<file path="config.mk">
export PLATFORM = sky130hd
export DESIGN_NAME = rtca_regs
export DESIGN_NICKNAME = d
export VERILOG_FILES = /design/src/hdl/rtca_pkg.sv /design/src/hdl/rtca_regs.sv
export VERILOG_INCLUDE_DIRS = /design/src /design/src/hdl
export SDC_FILE = /design/constraint.sdc
export NUM_CORES = 1
export LEC_CHECK = 0
export BUFFER_PORTS_ARGS = -buffer_cell sky130_fd_sc_hd__buf_4
export CAP_MARGIN = 15
export CELL_PAD_IN_SITES_DETAIL_PLACEMENT = 1
export CELL_PAD_IN_SITES_GLOBAL_PLACEMENT = 1
export CORE_UTILIZATION = 40
export DETAILED_ROUTE_END_ITERATION = 16
export PLACE_DENSITY_LB_ADDON = 0.05
export RECOVER_POWER = 100
export SETUP_SLACK_MARGIN = 0.02
export SLEW_MARGIN = 20
export SYNTH_ARGS = -nofsm -noshare
export SYNTH_HDL_FRONTEND = slang
export SYNTH_SLANG_ARGS = --single-unit
</file>
<file path="constraint.sdc">
create_clock -name core_clk -period 8.7 [get_ports core_clk]
set_input_delay 0.87 -clock core_clk [delete_from_list [all_inputs] [get_ports core_clk]]
set_output_delay 0.87 -clock core_clk [all_outputs]
set_load 0.01 [all_outputs]
</file>
<file path="src/hdl/rtca_params.svh">
// Register offsets, bit positions and timing counts of the calendar block
`ifndef RTCA_PARAMS_SVH
`define RTCA_PARAMS_SVH
// Byte offsets on the register bus
`define RTCA_OFF_CTRL 5'h00
`define RTCA_OFF_ALRM 5'h04
`define RTCA_OFF_TIME 5'h08
`define RTCA_OFF_DATE 5'h0c
`define RTCA_OFF_ATIME 5'h10
`define RTCA_OFF_ADATE 5'h14
// Clock control register bits
`define RTCA_ON_BIT 15
`define RTCA_WREN_BIT 3
`define RTCA_SYNC_BIT 2
`define RTCA_HALF_BIT 1
// Alarm control register bits
`define RTCA_AEN_BIT 15
`define RTCA_CHIME_BIT 14
`define RTCA_PIV_BIT 13
`define RTCA_ASYNC_BIT 12
`define RTCA_MASK_LSB 8
`define RTCA_ALARM_REPEAT_COUNT_LSB 0
// Value field low bits
`define RTCA_HR_LSB 24
`define RTCA_MIN_LSB 16
`define RTCA_SEC_LSB 8
`define RTCA_YR_LSB 24
`define RTCA_MON_LSB 16
`define RTCA_DAY_LSB 8
`define RTCA_WDAY_LSB 0
// BCD rollover limits and the repeat count wrap value
`define RTCA_SEC_TOP 8'h59
`define RTCA_HR_TOP 8'h23
`define RTCA_MON_TOP 8'h12
`define RTCA_YR_TOP 8'h99
`define RTCA_WDAY_TOP 3'h6
`define RTCA_ALARM_REPEAT_COUNT_MAX 8'hff
// Alarm interval codes
`define RTCA_AM_HALF 4'h0
`define RTCA_AM_SEC 4'h1
`define RTCA_AM_10SEC 4'h2
`define RTCA_AM_MIN 4'h3
`define RTCA_AM_10MIN 4'h4
`define RTCA_AM_HOUR 4'h5
`define RTCA_AM_DAY 4'h6
`define RTCA_AM_WEEK 4'h7
`define RTCA_AM_MONTH 4'h8
`define RTCA_AM_YEAR 4'h9
// Timing
`define RTCA_HALF_SEC_MS 500
`define RTCA_CLK_KHZ 100000
`define RTCA_HALF_SEC_CYC (`RTCA_HALF_SEC_MS * `RTCA_CLK_KHZ)
`define RTCA_SYNC_GUARD 32
`endif

</file>
<file path="src/hdl/rtca_pkg.sv">
// Types of the calendar block: bus request, value fields and state
package rtca_pkg;
  // Avalon-MM request from the master
  typedef struct packed {
    logic read;
    logic write;
    logic [4:0] address;
    logic [31:0] writedata;
  } rtca_avs_req_t;
  // BCD time of day
  typedef struct packed {
    logic [1:0] hours_tens;
    logic [3:0] hours_units;
    logic [2:0] minutes_tens;
    logic [3:0] minutes_units;
    logic [2:0] seconds_tens;
    logic [3:0] seconds_units;
  } rtca_time_t;
  // BCD date
  typedef struct packed {
    logic [3:0] years_tens;
    logic [3:0] years_units;
    logic months_tens;
    logic [3:0] months_units;
    logic [1:0] date_tens;
    logic [3:0] date_units;
    logic [2:0] weekday_value;
  } rtca_date_t;
  // Alarm control fields
  typedef struct packed {
    logic alarm_enable;
    logic chime;
    logic pulse_initial_level;
    logic [3:0] alarm_interval_select;
    logic [7:0] alarm_repeat_count;
  } rtca_actl_t;
  // Whole block state
  typedef struct packed {
    rtca_time_t tm;
    rtca_date_t dt;
    rtca_time_t atm;
    rtca_date_t adt;
    rtca_actl_t actl;
    logic on;
    logic wren;
    logic half_second_status;
    logic [25:0] presc;
    logic pulse;
    logic evt;
    logic tick;
    logic sec;
    logic busy;
    logic [31:0] rdata;
  } rtca_state_t;
endpackage

</file>
<file path="src/hdl/rtca_regs.sv">
// Calendar, time and alarm registers with an Avalon-MM slave
`include "rtca_params.svh"

// Contract
// - Repeat count is triggers minus one
// - Each alarm event decrements repeat count
// - At zero, wrap to ff only with chime
// - Zero count without chime clears alarm enable
// - Hours BCD in bits 29-24
// - Minutes BCD in bits 22-16
// - Seconds BCD in bits 14-8
// - Time and date writes need write enable set
// - Year BCD in bits 31-24
// - Month BCD in bits 20-16
// - Day BCD in bits 13-8
// - Weekday in bits 2-0
// - Alarm time uses time layout
// - Alarm date has no year
// - Unused value bits read zero
// - Interval code selects alarm period
// - Seconds write clears half-second status
// - Pulse level writable only while disabled
// - Unsafe flag low when far from rollover
module rtca_regs #(
  parameter int unsigned HALF_CYCLES = `RTCA_HALF_SEC_CYC
) (
  input wire logic core_clk,
  input wire logic nrst,
  input wire rtca_pkg::rtca_avs_req_t avs_req,
  output logic [31:0] avs_readdata,
  output logic avs_waitrequest,
  output logic alarm_pulse,
  output logic alarm_event
);
  // Prescaler end and start of unsafe window
  localparam logic [25:0] LAST = 26'(HALF_CYCLES - 1);
  localparam logic [25:0] SAFE = 26'(HALF_CYCLES - 1 - `RTCA_SYNC_GUARD);

  // Reset image: bus idle holds waitrequest high
  localparam rtca_pkg::rtca_state_t RST_ST = '{busy: 1'b1, default: '0};

  rtca_pkg::rtca_state_t st_ff; // Registered state
  rtca_pkg::rtca_state_t nxt_st; // Next state
  logic acc; // Request accepted this cycle, answered the next
  logic sec_now; // Second boundary this cycle
  logic unsafe; // Near half-second rollover
  logic hit; // Alarm fields match
  logic [31:0] rd; // Read mux
  logic [31:0] wd; // Write data
  logic [7:0] sec_v; // Seconds as two digits
  logic [7:0] min_v; // Minutes as two digits
  logic [7:0] hr_v; // Hours as two digits
  logic [7:0] day_v; // Day as two digits
  logic [7:0] mon_v; // Month as two digits
  logic [7:0] yr_v; // Year as two digits
  logic [7:0] end_v; // Last day of month
  logic sec_eq; // Seconds match alarm
  logic min_eq; // Minutes match alarm
  logic hms_eq; // Whole time matches alarm

  // Step a two-digit BCD value, wrapping at top
  function automatic logic [7:0] bcd_step(input logic [7:0] v, input logic [7:0] top,
                                          input logic [7:0] base);
    if (v == top)
      return base;
    if (v[3:0] == 4'h9)
      return {v[7:4] + 4'h1, 4'h0};
    return v + 8'h01;
  endfunction

  // Last day of a month, leap years by BCD year
  function automatic logic [7:0] month_end(input logic [7:0] mon, input logic [7:0] yr);
    logic leap;
    leap = yr[4] ? (yr[3:0] == 4'h2 || yr[3:0] == 4'h6)
                 : (yr[3:0] == 4'h0 || yr[3:0] == 4'h4 || yr[3:0] == 4'h8);
    case (mon)
      8'h02: return leap ? 8'h29 : 8'h28;
      8'h04, 8'h06, 8'h09, 8'h11: return 8'h30;
      default: return 8'h31;
    endcase
  endfunction

  // Place time fields in a bus word, rest zero
  function automatic logic [31:0] pack_time(input rtca_pkg::rtca_time_t t);
    logic [31:0] w;
    w = '0;
    w[`RTCA_HR_LSB +: 6] = {t.hours_tens, t.hours_units};
    w[`RTCA_MIN_LSB +: 7] = {t.minutes_tens, t.minutes_units};
    w[`RTCA_SEC_LSB +: 7] = {t.seconds_tens, t.seconds_units};
    return w;
  endfunction

  // Place date fields in a bus word, year optional
  function automatic logic [31:0] pack_date(input rtca_pkg::rtca_date_t d, input logic yr);
    logic [31:0] w;
    w = '0;
    if (yr)
      w[`RTCA_YR_LSB +: 8] = {d.years_tens, d.years_units};
    w[`RTCA_MON_LSB +: 5] = {d.months_tens, d.months_units};
    w[`RTCA_DAY_LSB +: 6] = {d.date_tens, d.date_units};
    w[`RTCA_WDAY_LSB +: 3] = d.weekday_value;
    return w;
  endfunction

  // Digit views of the running time and alarm comparisons
  assign wd = avs_req.writedata;
  assign sec_v = {1'b0, st_ff.tm.seconds_tens, st_ff.tm.seconds_units};
  assign min_v = {1'b0, st_ff.tm.minutes_tens, st_ff.tm.minutes_units};
  assign hr_v = {2'b00, st_ff.tm.hours_tens, st_ff.tm.hours_units};
  assign day_v = {2'b00, st_ff.dt.date_tens, st_ff.dt.date_units};
  assign mon_v = {3'b000, st_ff.dt.months_tens, st_ff.dt.months_units};
  assign yr_v = {st_ff.dt.years_tens, st_ff.dt.years_units};
  assign end_v = month_end(mon_v, yr_v);
  assign sec_eq = {st_ff.tm.seconds_tens, st_ff.tm.seconds_units} ==
                  {st_ff.atm.seconds_tens, st_ff.atm.seconds_units};
  assign min_eq = {st_ff.tm.minutes_tens, st_ff.tm.minutes_units} ==
                  {st_ff.atm.minutes_tens, st_ff.atm.minutes_units};
  assign hms_eq = st_ff.tm == st_ff.atm;
  assign unsafe = st_ff.on && (st_ff.presc >= SAFE);

  // Alarm interval decode against the freshly updated time
  always_comb
  begin
    case (st_ff.actl.alarm_interval_select)
      `RTCA_AM_HALF: hit = 1'b1;
      `RTCA_AM_SEC: hit = st_ff.sec;
      `RTCA_AM_10SEC: hit = st_ff.sec && st_ff.tm.seconds_units == st_ff.atm.seconds_units;
      `RTCA_AM_MIN: hit = st_ff.sec && sec_eq;
      `RTCA_AM_10MIN: hit = st_ff.sec && sec_eq &&
                            st_ff.tm.minutes_units == st_ff.atm.minutes_units;
      `RTCA_AM_HOUR: hit = st_ff.sec && sec_eq && min_eq;
      `RTCA_AM_DAY: hit = st_ff.sec && hms_eq;
      `RTCA_AM_WEEK: hit = st_ff.sec && hms_eq &&
                           st_ff.dt.weekday_value == st_ff.adt.weekday_value;
      `RTCA_AM_MONTH: hit = st_ff.sec && hms_eq &&
                            {st_ff.dt.date_tens, st_ff.dt.date_units} ==
                            {st_ff.adt.date_tens, st_ff.adt.date_units};
      // Month and day only: the alarm date keeps no year
      `RTCA_AM_YEAR: hit = st_ff.sec && hms_eq &&
                           st_ff.dt[13:3] == st_ff.adt[13:3];
      default: hit = 1'b0; // Reserved codes never fire
    endcase
  end

  // Next state: time base, bus access, alarm
  always_comb
  begin
    nxt_st = st_ff;
    nxt_st.evt = 1'b0;
    nxt_st.tick = 1'b0;
    sec_now = 1'b0;
    rd = '0;
    acc = (avs_req.read | avs_req.write) & st_ff.busy;
    nxt_st.busy = ~acc;
    // Half-second prescaler, runs only when switched on
    if (st_ff.on)
    begin
      if (st_ff.presc == LAST)
      begin
        nxt_st.presc = '0;
        nxt_st.half_second_status = ~st_ff.half_second_status;
        nxt_st.tick = 1'b1;
        sec_now = st_ff.half_second_status;
      end
      else
        nxt_st.presc = st_ff.presc + 26'h1;
    end
    nxt_st.sec = sec_now;
    // Calendar ripple on each whole second
    if (sec_now)
    begin
      {nxt_st.tm.seconds_tens, nxt_st.tm.seconds_units} =
        7'(bcd_step(sec_v, `RTCA_SEC_TOP, 8'h00));
      if (sec_v == `RTCA_SEC_TOP)
      begin
        {nxt_st.tm.minutes_tens, nxt_st.tm.minutes_units} =
          7'(bcd_step(min_v, `RTCA_SEC_TOP, 8'h00));
        if (min_v == `RTCA_SEC_TOP)
        begin
          {nxt_st.tm.hours_tens, nxt_st.tm.hours_units} =
            6'(bcd_step(hr_v, `RTCA_HR_TOP, 8'h00));
          if (hr_v == `RTCA_HR_TOP)
          begin
            {nxt_st.dt.date_tens, nxt_st.dt.date_units} = 6'(bcd_step(day_v, end_v, 8'h01));
            nxt_st.dt.weekday_value = (st_ff.dt.weekday_value == `RTCA_WDAY_TOP) ? 3'h0 :
                                      st_ff.dt.weekday_value + 3'h1;
            if (day_v == end_v)
            begin
              {nxt_st.dt.months_tens, nxt_st.dt.months_units} =
                5'(bcd_step(mon_v, `RTCA_MON_TOP, 8'h01));
              if (mon_v == `RTCA_MON_TOP)
                {nxt_st.dt.years_tens, nxt_st.dt.years_units} =
                  bcd_step(yr_v, `RTCA_YR_TOP, 8'h00);
            end
          end
        end
      end
    end
    // Register writes
    if (acc && avs_req.write)
    begin
      case (avs_req.address)
        `RTCA_OFF_CTRL:
        begin
          nxt_st.wren = wd[`RTCA_WREN_BIT];
          if (st_ff.wren)
            nxt_st.on = wd[`RTCA_ON_BIT];
        end
        `RTCA_OFF_ALRM:
        begin
          nxt_st.actl.alarm_enable = wd[`RTCA_AEN_BIT];
          nxt_st.actl.chime = wd[`RTCA_CHIME_BIT];
          nxt_st.actl.alarm_interval_select = wd[`RTCA_MASK_LSB +: 4];
          nxt_st.actl.alarm_repeat_count = wd[`RTCA_ALARM_REPEAT_COUNT_LSB +: 8];
          // Start level of the pulse, frozen while enabled
          if (!st_ff.actl.alarm_enable)
          begin
            nxt_st.actl.pulse_initial_level = wd[`RTCA_PIV_BIT];
            nxt_st.pulse = wd[`RTCA_PIV_BIT];
          end
        end
        `RTCA_OFF_TIME:
        begin
          if (st_ff.wren)
          begin
            {nxt_st.tm.hours_tens, nxt_st.tm.hours_units} = wd[`RTCA_HR_LSB +: 6];
            {nxt_st.tm.minutes_tens, nxt_st.tm.minutes_units} = wd[`RTCA_MIN_LSB +: 7];
            {nxt_st.tm.seconds_tens, nxt_st.tm.seconds_units} = wd[`RTCA_SEC_LSB +: 7];
            nxt_st.half_second_status = 1'b0;
            nxt_st.presc = '0;
            nxt_st.sec = 1'b0;
          end
        end
        `RTCA_OFF_DATE:
        begin
          if (st_ff.wren)
          begin
            {nxt_st.dt.years_tens, nxt_st.dt.years_units} = wd[`RTCA_YR_LSB +: 8];
            {nxt_st.dt.months_tens, nxt_st.dt.months_units} = wd[`RTCA_MON_LSB +: 5];
            {nxt_st.dt.date_tens, nxt_st.dt.date_units} = wd[`RTCA_DAY_LSB +: 6];
            nxt_st.dt.weekday_value = wd[`RTCA_WDAY_LSB +: 3];
          end
        end
        `RTCA_OFF_ATIME:
        begin
          {nxt_st.atm.hours_tens, nxt_st.atm.hours_units} = wd[`RTCA_HR_LSB +: 6];
          {nxt_st.atm.minutes_tens, nxt_st.atm.minutes_units} = wd[`RTCA_MIN_LSB +: 7];
          {nxt_st.atm.seconds_tens, nxt_st.atm.seconds_units} = wd[`RTCA_SEC_LSB +: 7];
        end
        `RTCA_OFF_ADATE:
        begin
          {nxt_st.adt.months_tens, nxt_st.adt.months_units} = wd[`RTCA_MON_LSB +: 5];
          {nxt_st.adt.date_tens, nxt_st.adt.date_units} = wd[`RTCA_DAY_LSB +: 6];
          nxt_st.adt.weekday_value = wd[`RTCA_WDAY_LSB +: 3];
        end
        default:
        begin
          // Unmapped writes are dropped
        end
      endcase
    end
    // Register reads, unused bits zero
    case (avs_req.address)
      `RTCA_OFF_CTRL:
      begin
        rd[`RTCA_ON_BIT] = st_ff.on;
        rd[`RTCA_WREN_BIT] = st_ff.wren;
        rd[`RTCA_SYNC_BIT] = unsafe;
        rd[`RTCA_HALF_BIT] = st_ff.half_second_status;
      end
      `RTCA_OFF_ALRM:
      begin
        rd[`RTCA_AEN_BIT] = st_ff.actl.alarm_enable;
        rd[`RTCA_CHIME_BIT] = st_ff.actl.chime;
        rd[`RTCA_PIV_BIT] = st_ff.actl.alarm_enable ? st_ff.pulse :
                            st_ff.actl.pulse_initial_level;
        rd[`RTCA_ASYNC_BIT] = unsafe;
        rd[`RTCA_MASK_LSB +: 4] = st_ff.actl.alarm_interval_select;
        rd[`RTCA_ALARM_REPEAT_COUNT_LSB +: 8] = st_ff.actl.alarm_repeat_count;
      end
      `RTCA_OFF_TIME: rd = pack_time(st_ff.tm);
      `RTCA_OFF_DATE: rd = pack_date(st_ff.dt, 1'b1);
      `RTCA_OFF_ATIME: rd = pack_time(st_ff.atm);
      `RTCA_OFF_ADATE: rd = pack_date(st_ff.adt, 1'b0);
      default: rd = '0;
    endcase
    if (acc && avs_req.read)
      nxt_st.rdata = rd;
    // Alarm event: overrides a same-cycle control write
    if (st_ff.tick && st_ff.on && st_ff.actl.alarm_enable && hit)
    begin
      nxt_st.evt = 1'b1;
      nxt_st.pulse = ~st_ff.pulse;
      if (st_ff.actl.alarm_repeat_count != 8'h00)
        nxt_st.actl.alarm_repeat_count = st_ff.actl.alarm_repeat_count - 8'h01;
      else if (st_ff.actl.chime)
        nxt_st.actl.alarm_repeat_count = `RTCA_ALARM_REPEAT_COUNT_MAX;
      else
        nxt_st.actl.alarm_enable = 1'b0;
    end
  end

  // State register
  always_ff @(posedge core_clk or negedge nrst)
  begin
    if (!nrst)
      st_ff <= RST_ST;
    else
      st_ff <= nxt_st;
  end

  // Outputs straight from the state register
  assign avs_readdata = st_ff.rdata;
  assign avs_waitrequest = st_ff.busy;
  assign alarm_pulse = st_ff.pulse;
  assign alarm_event = st_ff.evt;
endmodule

</file>
==> results.tsv, run 1 <==
stage	metric	value	unit
global_routing	largest net degree at the start of global routing	90	
route	via/cell ratio	5.72	
final_layout	layout cells sized above 1	12.9	%
die	initial core utilization	40.8	%
cts	clock buffer depth	2	
final_layout	commonest non-fill, non-tap cells in the layout	155 x dfrtp_1, 138 x nand2_1, 83 x nor2_1, 71 x o21ai_0, 52 x xor2_1	
cts	Sink Count	156	
worst_setup_path	worst reg2reg endpoint	day_v[4]	
worst_setup_path	Worst path depth	1	
global_routing	Congestion Overflow GR	0	
hold_path	Hold Crit Class	flip-flop to flip-flop	
synthesis	Async SR Flop Fraction	100	%
synthesis	flops & latches, synth	156	
power_and_ir_drop	VDD IR max	0.000139	V
run	Max-Cap Viols	3	
route	first-pass iteration count of the detailed router	7	
sta	max_slew headroom	-239	%
sta	Slew Viols, Final	163	
final_layout	register area	3910	sq um
power_and_ir_drop	PwrDens	205	nW/um^2
die	core box area	22600	sq um
worst_setup_path	Worst R2R Start	st_ff[53]	
synthesis	mapped cell area	9240	sq um
sta	Fin. Hold Viols	0	
worst_setup_path	critical path's slowest cell	clkbuf_1	
route	DRC marker count from the first detailed-route iteration	564	
route	via count	7528	
die	Die Ht	154	um
die	IO Pins	76	
worst_setup_path	cell family with most CP delay	buffers and inverters	
synthesis	Yosys Warn Count	0	
cts	postcts setup bufs	0	
sta	setup violators final	0	
die	row cnt	55	
global_routing	via count of the first global-routing pass	7631	
route	ANT nets after route	0	
worst_setup_path	WP data required	8.02	ns
placed_design	hpwl dp	19300	um
synthesis	Syn Area/Cell	9.13	sq um
cts	CTS tree	built	
final_layout	Multi-input gate area	4700	sq um
synthesis	Post-synth EDFFs	0	
placed_design	Cells after DPL	1284	
worst_setup_path	worst reg2reg path depth	11	
die	die area	23700	sq um
power_and_ir_drop	post-layout total power	2.06	mW
hold_path	worst hold endpoint	avs_readdata[31]	
sta	crit path time final	5.16	ns
cts	Reg clk slew, reported paths	0.06	ns
placed_design	buffers added on ports	73	
cts	Max H-tree Level	4	
hold_path	hold_sp	avs_readdata[31]	
worst_setup_path	crit-path cells	clkbuf_1	
worst_setup_path	Crit Path Class	primary input to asynchronous set/reset pin	
global_routing	initial antenna violation count	0	
synthesis	Primary FF master, synth	dfrtp_1	
sta	Peak Freq	0.194	GHz
sta	fin crit share	59.4	%
sta	RSZ-0062 raised after global routing	false	
final_layout	fin nets	1076	
cts	post-CTS sizing	0	
status	status	finished, violations left	
cts	CTS Hold Bufs	0	
global_routing	first-pass GRT wire length	44400	um
cts	Clock Latency Late Sink	0.44	ns
final_layout	commonest non-fill, non-tap cell in the layout	dfrtp_1	
status	failing checks	max-capacitance violations, max-slew violations	
final_layout	Antenna diodes	0	
cts	root buf cell	clkbuf_16	
worst_setup_path	r2r setup slk	3.56	ns
route	final WL	27200	um
final_layout	fin cells	1316	
hold_path	Hold Path Depth	2	
final_layout	synthesis-to-finish area growth	8.89	%
synthesis	Yosys cell types	75	
final_layout	Final Instance Area	10100	sq um
worst_setup_path	slowest stage delay, CP	3.48	ns
sta	Worst Clk Skew	0.0130	ns
route	DRC	0	
worst_setup_path	Worst Path Max Fanout	89	
power_and_ir_drop	Leakage Power	4.20	nW
worst_setup_path	Setup crit end kind	asynchronous set/reset pin	
sta	measured slew at the worst slew-check pin	5.08	ns
die	die width	154	um
sta	TNS Setup	0	ns
worst_setup_path	crit start category	primary input	
placed_design	routability congestion estimate	0.815	
synthesis	Syn Nets	1070	
placed_design	post-place instance area	9690	sq um
synthesis	sequential element share of the synthesized area	42.3	%
final_layout	fin util	44.4	%
synthesis	Cells after Synth	1012	
cts	cts bufs inserted	17	
worst_setup_path	Worst Path Buf+Inv	1	
route	WL per Instance	20.7	um
global_routing	Total Routing Usage GR	24.3	%
worst_setup_path	Critical Path AT	4.48	ns
final_layout	FILL cells	2662	
## report_power, final
group	internal (mW)	switching, mW
clock	0.374	0.345
sequential	0.830	0.151
combinational	0.170	0.191
total	1.37	0.686
## how the worst max path moves through the flow
stage / start / end / slack [ns]
2_1_floorplan: st_ff[53] / mon_v[1] / 5.05
3_3_place_gp: st_ff[53] / mon_v[1] / 4.36
3_5_place_dp: st_ff[53] / day_v[4] / 4.34
4_1_cts: st_ff[53] / day_v[4] / 4.28
5_1_grt: nrst / st_ff[107] / 2.40
6_report: nrst / st_ff[107] / 3.54
## per-stage QoR
step	worst slack (ns)	hold WS, ns
5_1_grt	2.40	0.499
3_5_place_dp	4.34	0.471
4_1_cts	4.28	0.487
2_1_floorplan	5.05	0.451
3_3_place_gp	4.36	0.461
6_report	3.54	0.476
## layout make-up
type / count / area share [%]
clock inverter: 15 / 1.27
tap: 285 / 3.55
clock buffer: 17 / 4.23
timing repair buffer: 79 / 4.55
multi-input combinational: 742 / 46.8
inverter: 22 / 0.821
sequential: 156 / 38.8
## cell usage after synthesis, types with 6 or more instances
| master | n | area, sq um |
|---|---|---|
| a211oi_1 | 8 | 60.1 |
| a21o_1 | 14 | 105 |
| a21oi_1 | 35 | 175 |
| a221oi_1 | 8 | 70.1 |
| a222oi_1 | 15 | 150 |
| a22oi_1 | 7 | 52.6 |
| a31oi_1 | 12 | 75.1 |
| and2_1 | 9 | 56.3 |
| and3_1 | 17 | 106 |
| buf_2 | 8 | 40.0 |
| buf_4 | 32 | 240 |
| clkbuf_1 | 45 | 169 |
| dfrtp_1 | 155 | 3880 |
| ha_1 | 17 | 213 |
| inv_1 | 22 | 82.6 |
| mux2_2 | 39 | 439 |
| mux2i_1 | 13 | 130 |
| nand2_1 | 138 | 518 |
| nand3_1 | 26 | 130 |
| nand4_1 | 25 | 156 |
| nor2_1 | 83 | 312 |
| nor2b_1 | 9 | 56.3 |
| nor3_1 | 23 | 115 |
| o21ai_0 | 71 | 355 |
| o22ai_1 | 8 | 50.1 |
| or2_2 | 6 | 37.5 |
| xnor2_1 | 23 | 201 |
| xor2_1 | 52 | 455 |
## state kept, by name, indices dropped and copies added, names as in the netlist
signal / count
alarm_event: 1
alarm_pulse: 1
avs_readdata: 31
avs_waitrequest: 1
day_v: 6
hr_v: 6
min_v: 7
mon_v: 5
sec_v: 7
st_ff: 91
## metal layers
| metal | global-route usage, % | up-vias | share of wire [%] |
|---|---|---|---|
| met3 | 3.66 | 19 | 4.3 |
| met5 | 0 | - | 0 |
| met4 | 5.76 | 0 | 1.0 |
| met2 | 35.6 | 144 | 43 |
| li1 | - | 3554 | - |
| met1 | 37.2 | 3811 | 51 |
## cells by family (layout without fill, tap and decap cells)
group	count (synthesis)	after routing	share of synthesized area, %
AND/OR/NAND/NOR	380	380	20.3
AO/OA/AOI/OAI	215	215	15.2
flip-flops	156	156	42.3
buffers and inverters	114	133	6.39
XOR/XNOR	76	76	7.29
multiplexers	52	52	6.16
adder cells (fa/ha/maj)	18	18	2.41
other	1	1	0.0406
(Power assumes the default switching activity.)
==> run 2, diff against run 1 <==
clock period = 4.6 ns   (was 8.7 ns; I/O delays follow)
==> results.tsv, run 2 (synthesized netlist as in run 1, its figures left out) <==
stage	metric	value	unit	change
status	status	finished, violations left		unchanged
status	failing checks	max-capacitance violations, max-slew violations		unchanged
worst_setup_path	critical path's slowest cell	or4_1		was clkbuf_1
power_and_ir_drop	sequential power share	46.3	%	was 47.6%
power_and_ir_drop	PwrDens	395	nW/um^2	was 205 nW/um^2
sta	RSZ-0062 raised after global routing	false		unchanged
final_layout	fin nets	1083		was 1076
hold_path	Hold Path Depth	2		unchanged
worst_setup_path	cell mode on critical path	or4_1		
final_layout	register area	3910	sq um	unchanged
global_routing	via count of the first global-routing pass	7649		was 7631
final_layout	commonest non-fill, non-tap cell in the layout	dfrtp_1		unchanged
worst_setup_path	worst reg2reg path depth	11		unchanged
worst_setup_path	Setup crit end kind	flip-flop		was asynchronous set/reset pin
sta	Peak Freq	0.240	GHz	
worst_setup_path	crit-path cells	or4b_1 -> or4_1 -> nor4_4 -> ha_1 -> nand4_1 -> or2_0 -> nor2_1 -> and3_1 -> nand3_1 -> or4_1 -> a31oi_1		was clkbuf_1
global_routing	met3 GRT Util	4.45	%	was 3.66%
die	initial core utilization	40.8	%	unchanged
final_layout	Largest Register	st_ff		unchanged
global_routing	largest net degree at the start of global routing	97		was 90
die	row cnt	55		unchanged
worst_setup_path	crit start category	flip-flop		was primary input
worst_setup_path	slowest stage delay, CP	0.53	ns	was 3.48 ns
worst_setup_path	r2r setup slk	0.44	ns	was 3.56 ns
worst_setup_path	Critical Path AT	4.51	ns	was 4.48 ns
sta	fin crit share	90.4	%	
worst_setup_path	worst reg2reg endpoint	mon_v[1]		was day_v[4]
cts	Max H-tree Level	4		unchanged
die	IO Pins	76		unchanged
cts	cts bufs inserted	17		unchanged
route	via/cell ratio	5.68		was 5.72
cts	CTS Hold Bufs	0		unchanged
cts	Clock Latency Late Sink	0.44	ns	about the same
placed_design	hpwl dp	19600	um	was 19300 um
sta	TNS Setup	0	ns	unchanged
cts	Reg clk slew, reported paths	0.06	ns	about the same
route	DRC	0		unchanged
power_and_ir_drop	Leakage Power	4.27	nW	was 4.20 nW
global_routing	initial antenna violation count	1		was 0
die	Die Ht	154	um	unchanged
sta	Fin. Hold Viols	0		unchanged
global_routing	Total Routing Usage GR	24.6	%	was 24.3%
worst_setup_path	CP startpoint	st_ff[53]		was nrst
power_and_ir_drop	combinational fraction of design power	17.2	%	was 17.5%
worst_setup_path	WP data required	4.95	ns	was 8.02 ns
final_layout	Antenna diodes	0		unchanged
power_and_ir_drop	P_sw	1.24	mW	was 686 uW
power_and_ir_drop	sw frac	30.9	%	was 33.3%
global_routing	most used routing layer	met2		was met1
route	via count	7505		was 7528
sta	setup violators final	0		unchanged
cts	post-CTS sizing	0		unchanged
final_layout	Multi-input gate area	4730	sq um	was 4700 sq um
final_layout	FILL cells	2606		was 2662
route	ANT nets after route	0		unchanged
route	final WL	27400	um	was 27200 um
sta	Worst Clk Skew	0.0119	ns	was 0.0130 ns
hold_path	Hold Crit Class	primary input to flip-flop		was flip-flop to flip-flop
final_layout	commonest non-fill, non-tap cells in the layout	155 x dfrtp_1, 138 x nand2_1, 83 x nor2_1, 72 x o21ai_0, 52 x xor2_1		was 155 x dfrtp_1, 138 x nand2_1, 83 x nor2_1, 71 x o21ai_0, 52 x xor2_1
final_layout	layout cells sized above 1	13.0	%	was 12.9%
sta	max_slew headroom	-71.1	%	was -239%
final_layout	synthesis-to-finish area growth	10.1	%	was 8.89%
worst_setup_path	Worst Path Max Fanout	8		was 89
sta	crit path time final	4.16	ns	
worst_setup_path	Worst R2R Start	st_ff[53]		unchanged
die	die area	23700	sq um	unchanged
cts	postcts setup bufs	0		unchanged
placed_design	Place WS	0.551	ns	was 4.34 ns
route	first-pass iteration count of the detailed router	5		was 7
global_routing	grt met1 use	36.5	%	was 37.2%
placed_design	buffers added on ports	73		unchanged
route	WL per Instance	20.7	um	about the same
global_routing	Congestion Overflow GR	0		unchanged
cts	root buf cell	clkbuf_16		unchanged
die	die width	154	um	unchanged
global_routing	GR Util met2	36.9	%	was 35.6%
die	core box area	22600	sq um	unchanged
power_and_ir_drop	Internal Power	2.77	mW	was 1.37 mW
power_and_ir_drop	post-layout total power	4.02	mW	was 2.06 mW
final_layout	Largest register FFs	91		unchanged
route	DRC marker count from the first detailed-route iteration	551		was 564
hold_path	hold_sp	avs_req[38]		was avs_readdata[31]
sta	Slew Viols, Final	144		was 163
worst_setup_path	Worst setup endpoint	mon_v[1]		was st_ff[107]
sta	measured slew at the worst slew-check pin	2.57	ns	was 5.08 ns
global_routing	first-pass GRT wire length	44800	um	was 44400 um
cts	Sink Count	156		unchanged
power_and_ir_drop	clock share of power	36.5	%	was 34.9%
run	Max-Cap Viols	2		was 3
power_and_ir_drop	VDD IR max	0.000232	V	was 0.000139 V
cts	clock buffer depth	2		unchanged
worst_setup_path	Crit Path Class	flip-flop to flip-flop		was primary input to asynchronous set/reset pin
cts	CTS tree	built		unchanged
placed_design	routability congestion estimate	0.796		was 0.815
sta	setup ws final	0.442	ns	was 3.54 ns
run 2: cell types whose count changed in the layout (fill, tap and decap cells not counted), sizes merged:
| cell | before | now |
|---|---|---|
| clkbuf | 53 | 63 |
| inv | 30 | 24 |
| bufinv | 0 | 3 |
| buf | 43 | 44 |
| clkinv | 5 | 4 |
| clkinvlp | 2 | 1 |
run 2: cell type report:
cell class / instances / share of cell area (%)
clock inverters: 10 / 1.37
multi-input cells: 742 / 46.6
flip-flops and latches: 156 / 38.4
clock buffers: 21 / 4.53
inverters: 22 / 0.812
repair buffers: 86 / 4.82
well taps: 285 / 3.51
run 2: how the worst min path moves through the flow:
stage                                  end  slack (ns)
final                      avs_waitrequest        0.21
after global routing       avs_waitrequest        0.21
after CTS                       st_ff[139]        0.17
after detailed placement  avs_readdata[19]        0.47
after global placement    avs_readdata[19]        0.46
after floorplan                alarm_event        0.16
run 2: worst max-delay path: cells and delay by family (launching register included):
family                     cells  cell delay, ns
and+or+nand+nor                9            3.17
DFF                            1            0.45
adders and majority gates      1            0.24
AOI/OAI and AO/OA              1            0.18
run 2: power by group through the flow:
stage | Combinational (mW) | Sequential, mW | Clock [mW]
finish | 0.692 | 1.86 | 1.47
global route | 0.790 | 1.89 | 1.55
CTS | 0.712 | 1.85 | 1.50
detailed placement | 0.706 | 1.88 | 0
global placement | 0.692 | 1.87 | 0
floorplan | 0.550 | 1.77 | 0
run 2: per-layer routing:
| layer | up-vias | wire [um] |
|---|---|---|
| li1 | 3568 | - |
| met1 | 3774 | 14000 |
| met2 | 130 | 12000 |
| met3 | 31 | 1100 |
| met4 | 2 | 335 |
| met5 | - | 13 |
run 2: through the flow:
stage	hold WS, ns	util [%]	instance area, sq um	std cells
after floorplan	0.164	-	9240	1012
after global placement	0.461	43.0	9740	1291
after detailed placement	0.469	43.0	9740	1291
after CTS	0.173	45.7	10300	1322
after global routing	0.209	44.9	10200	1322
final	0.211	44.9	10200	1322
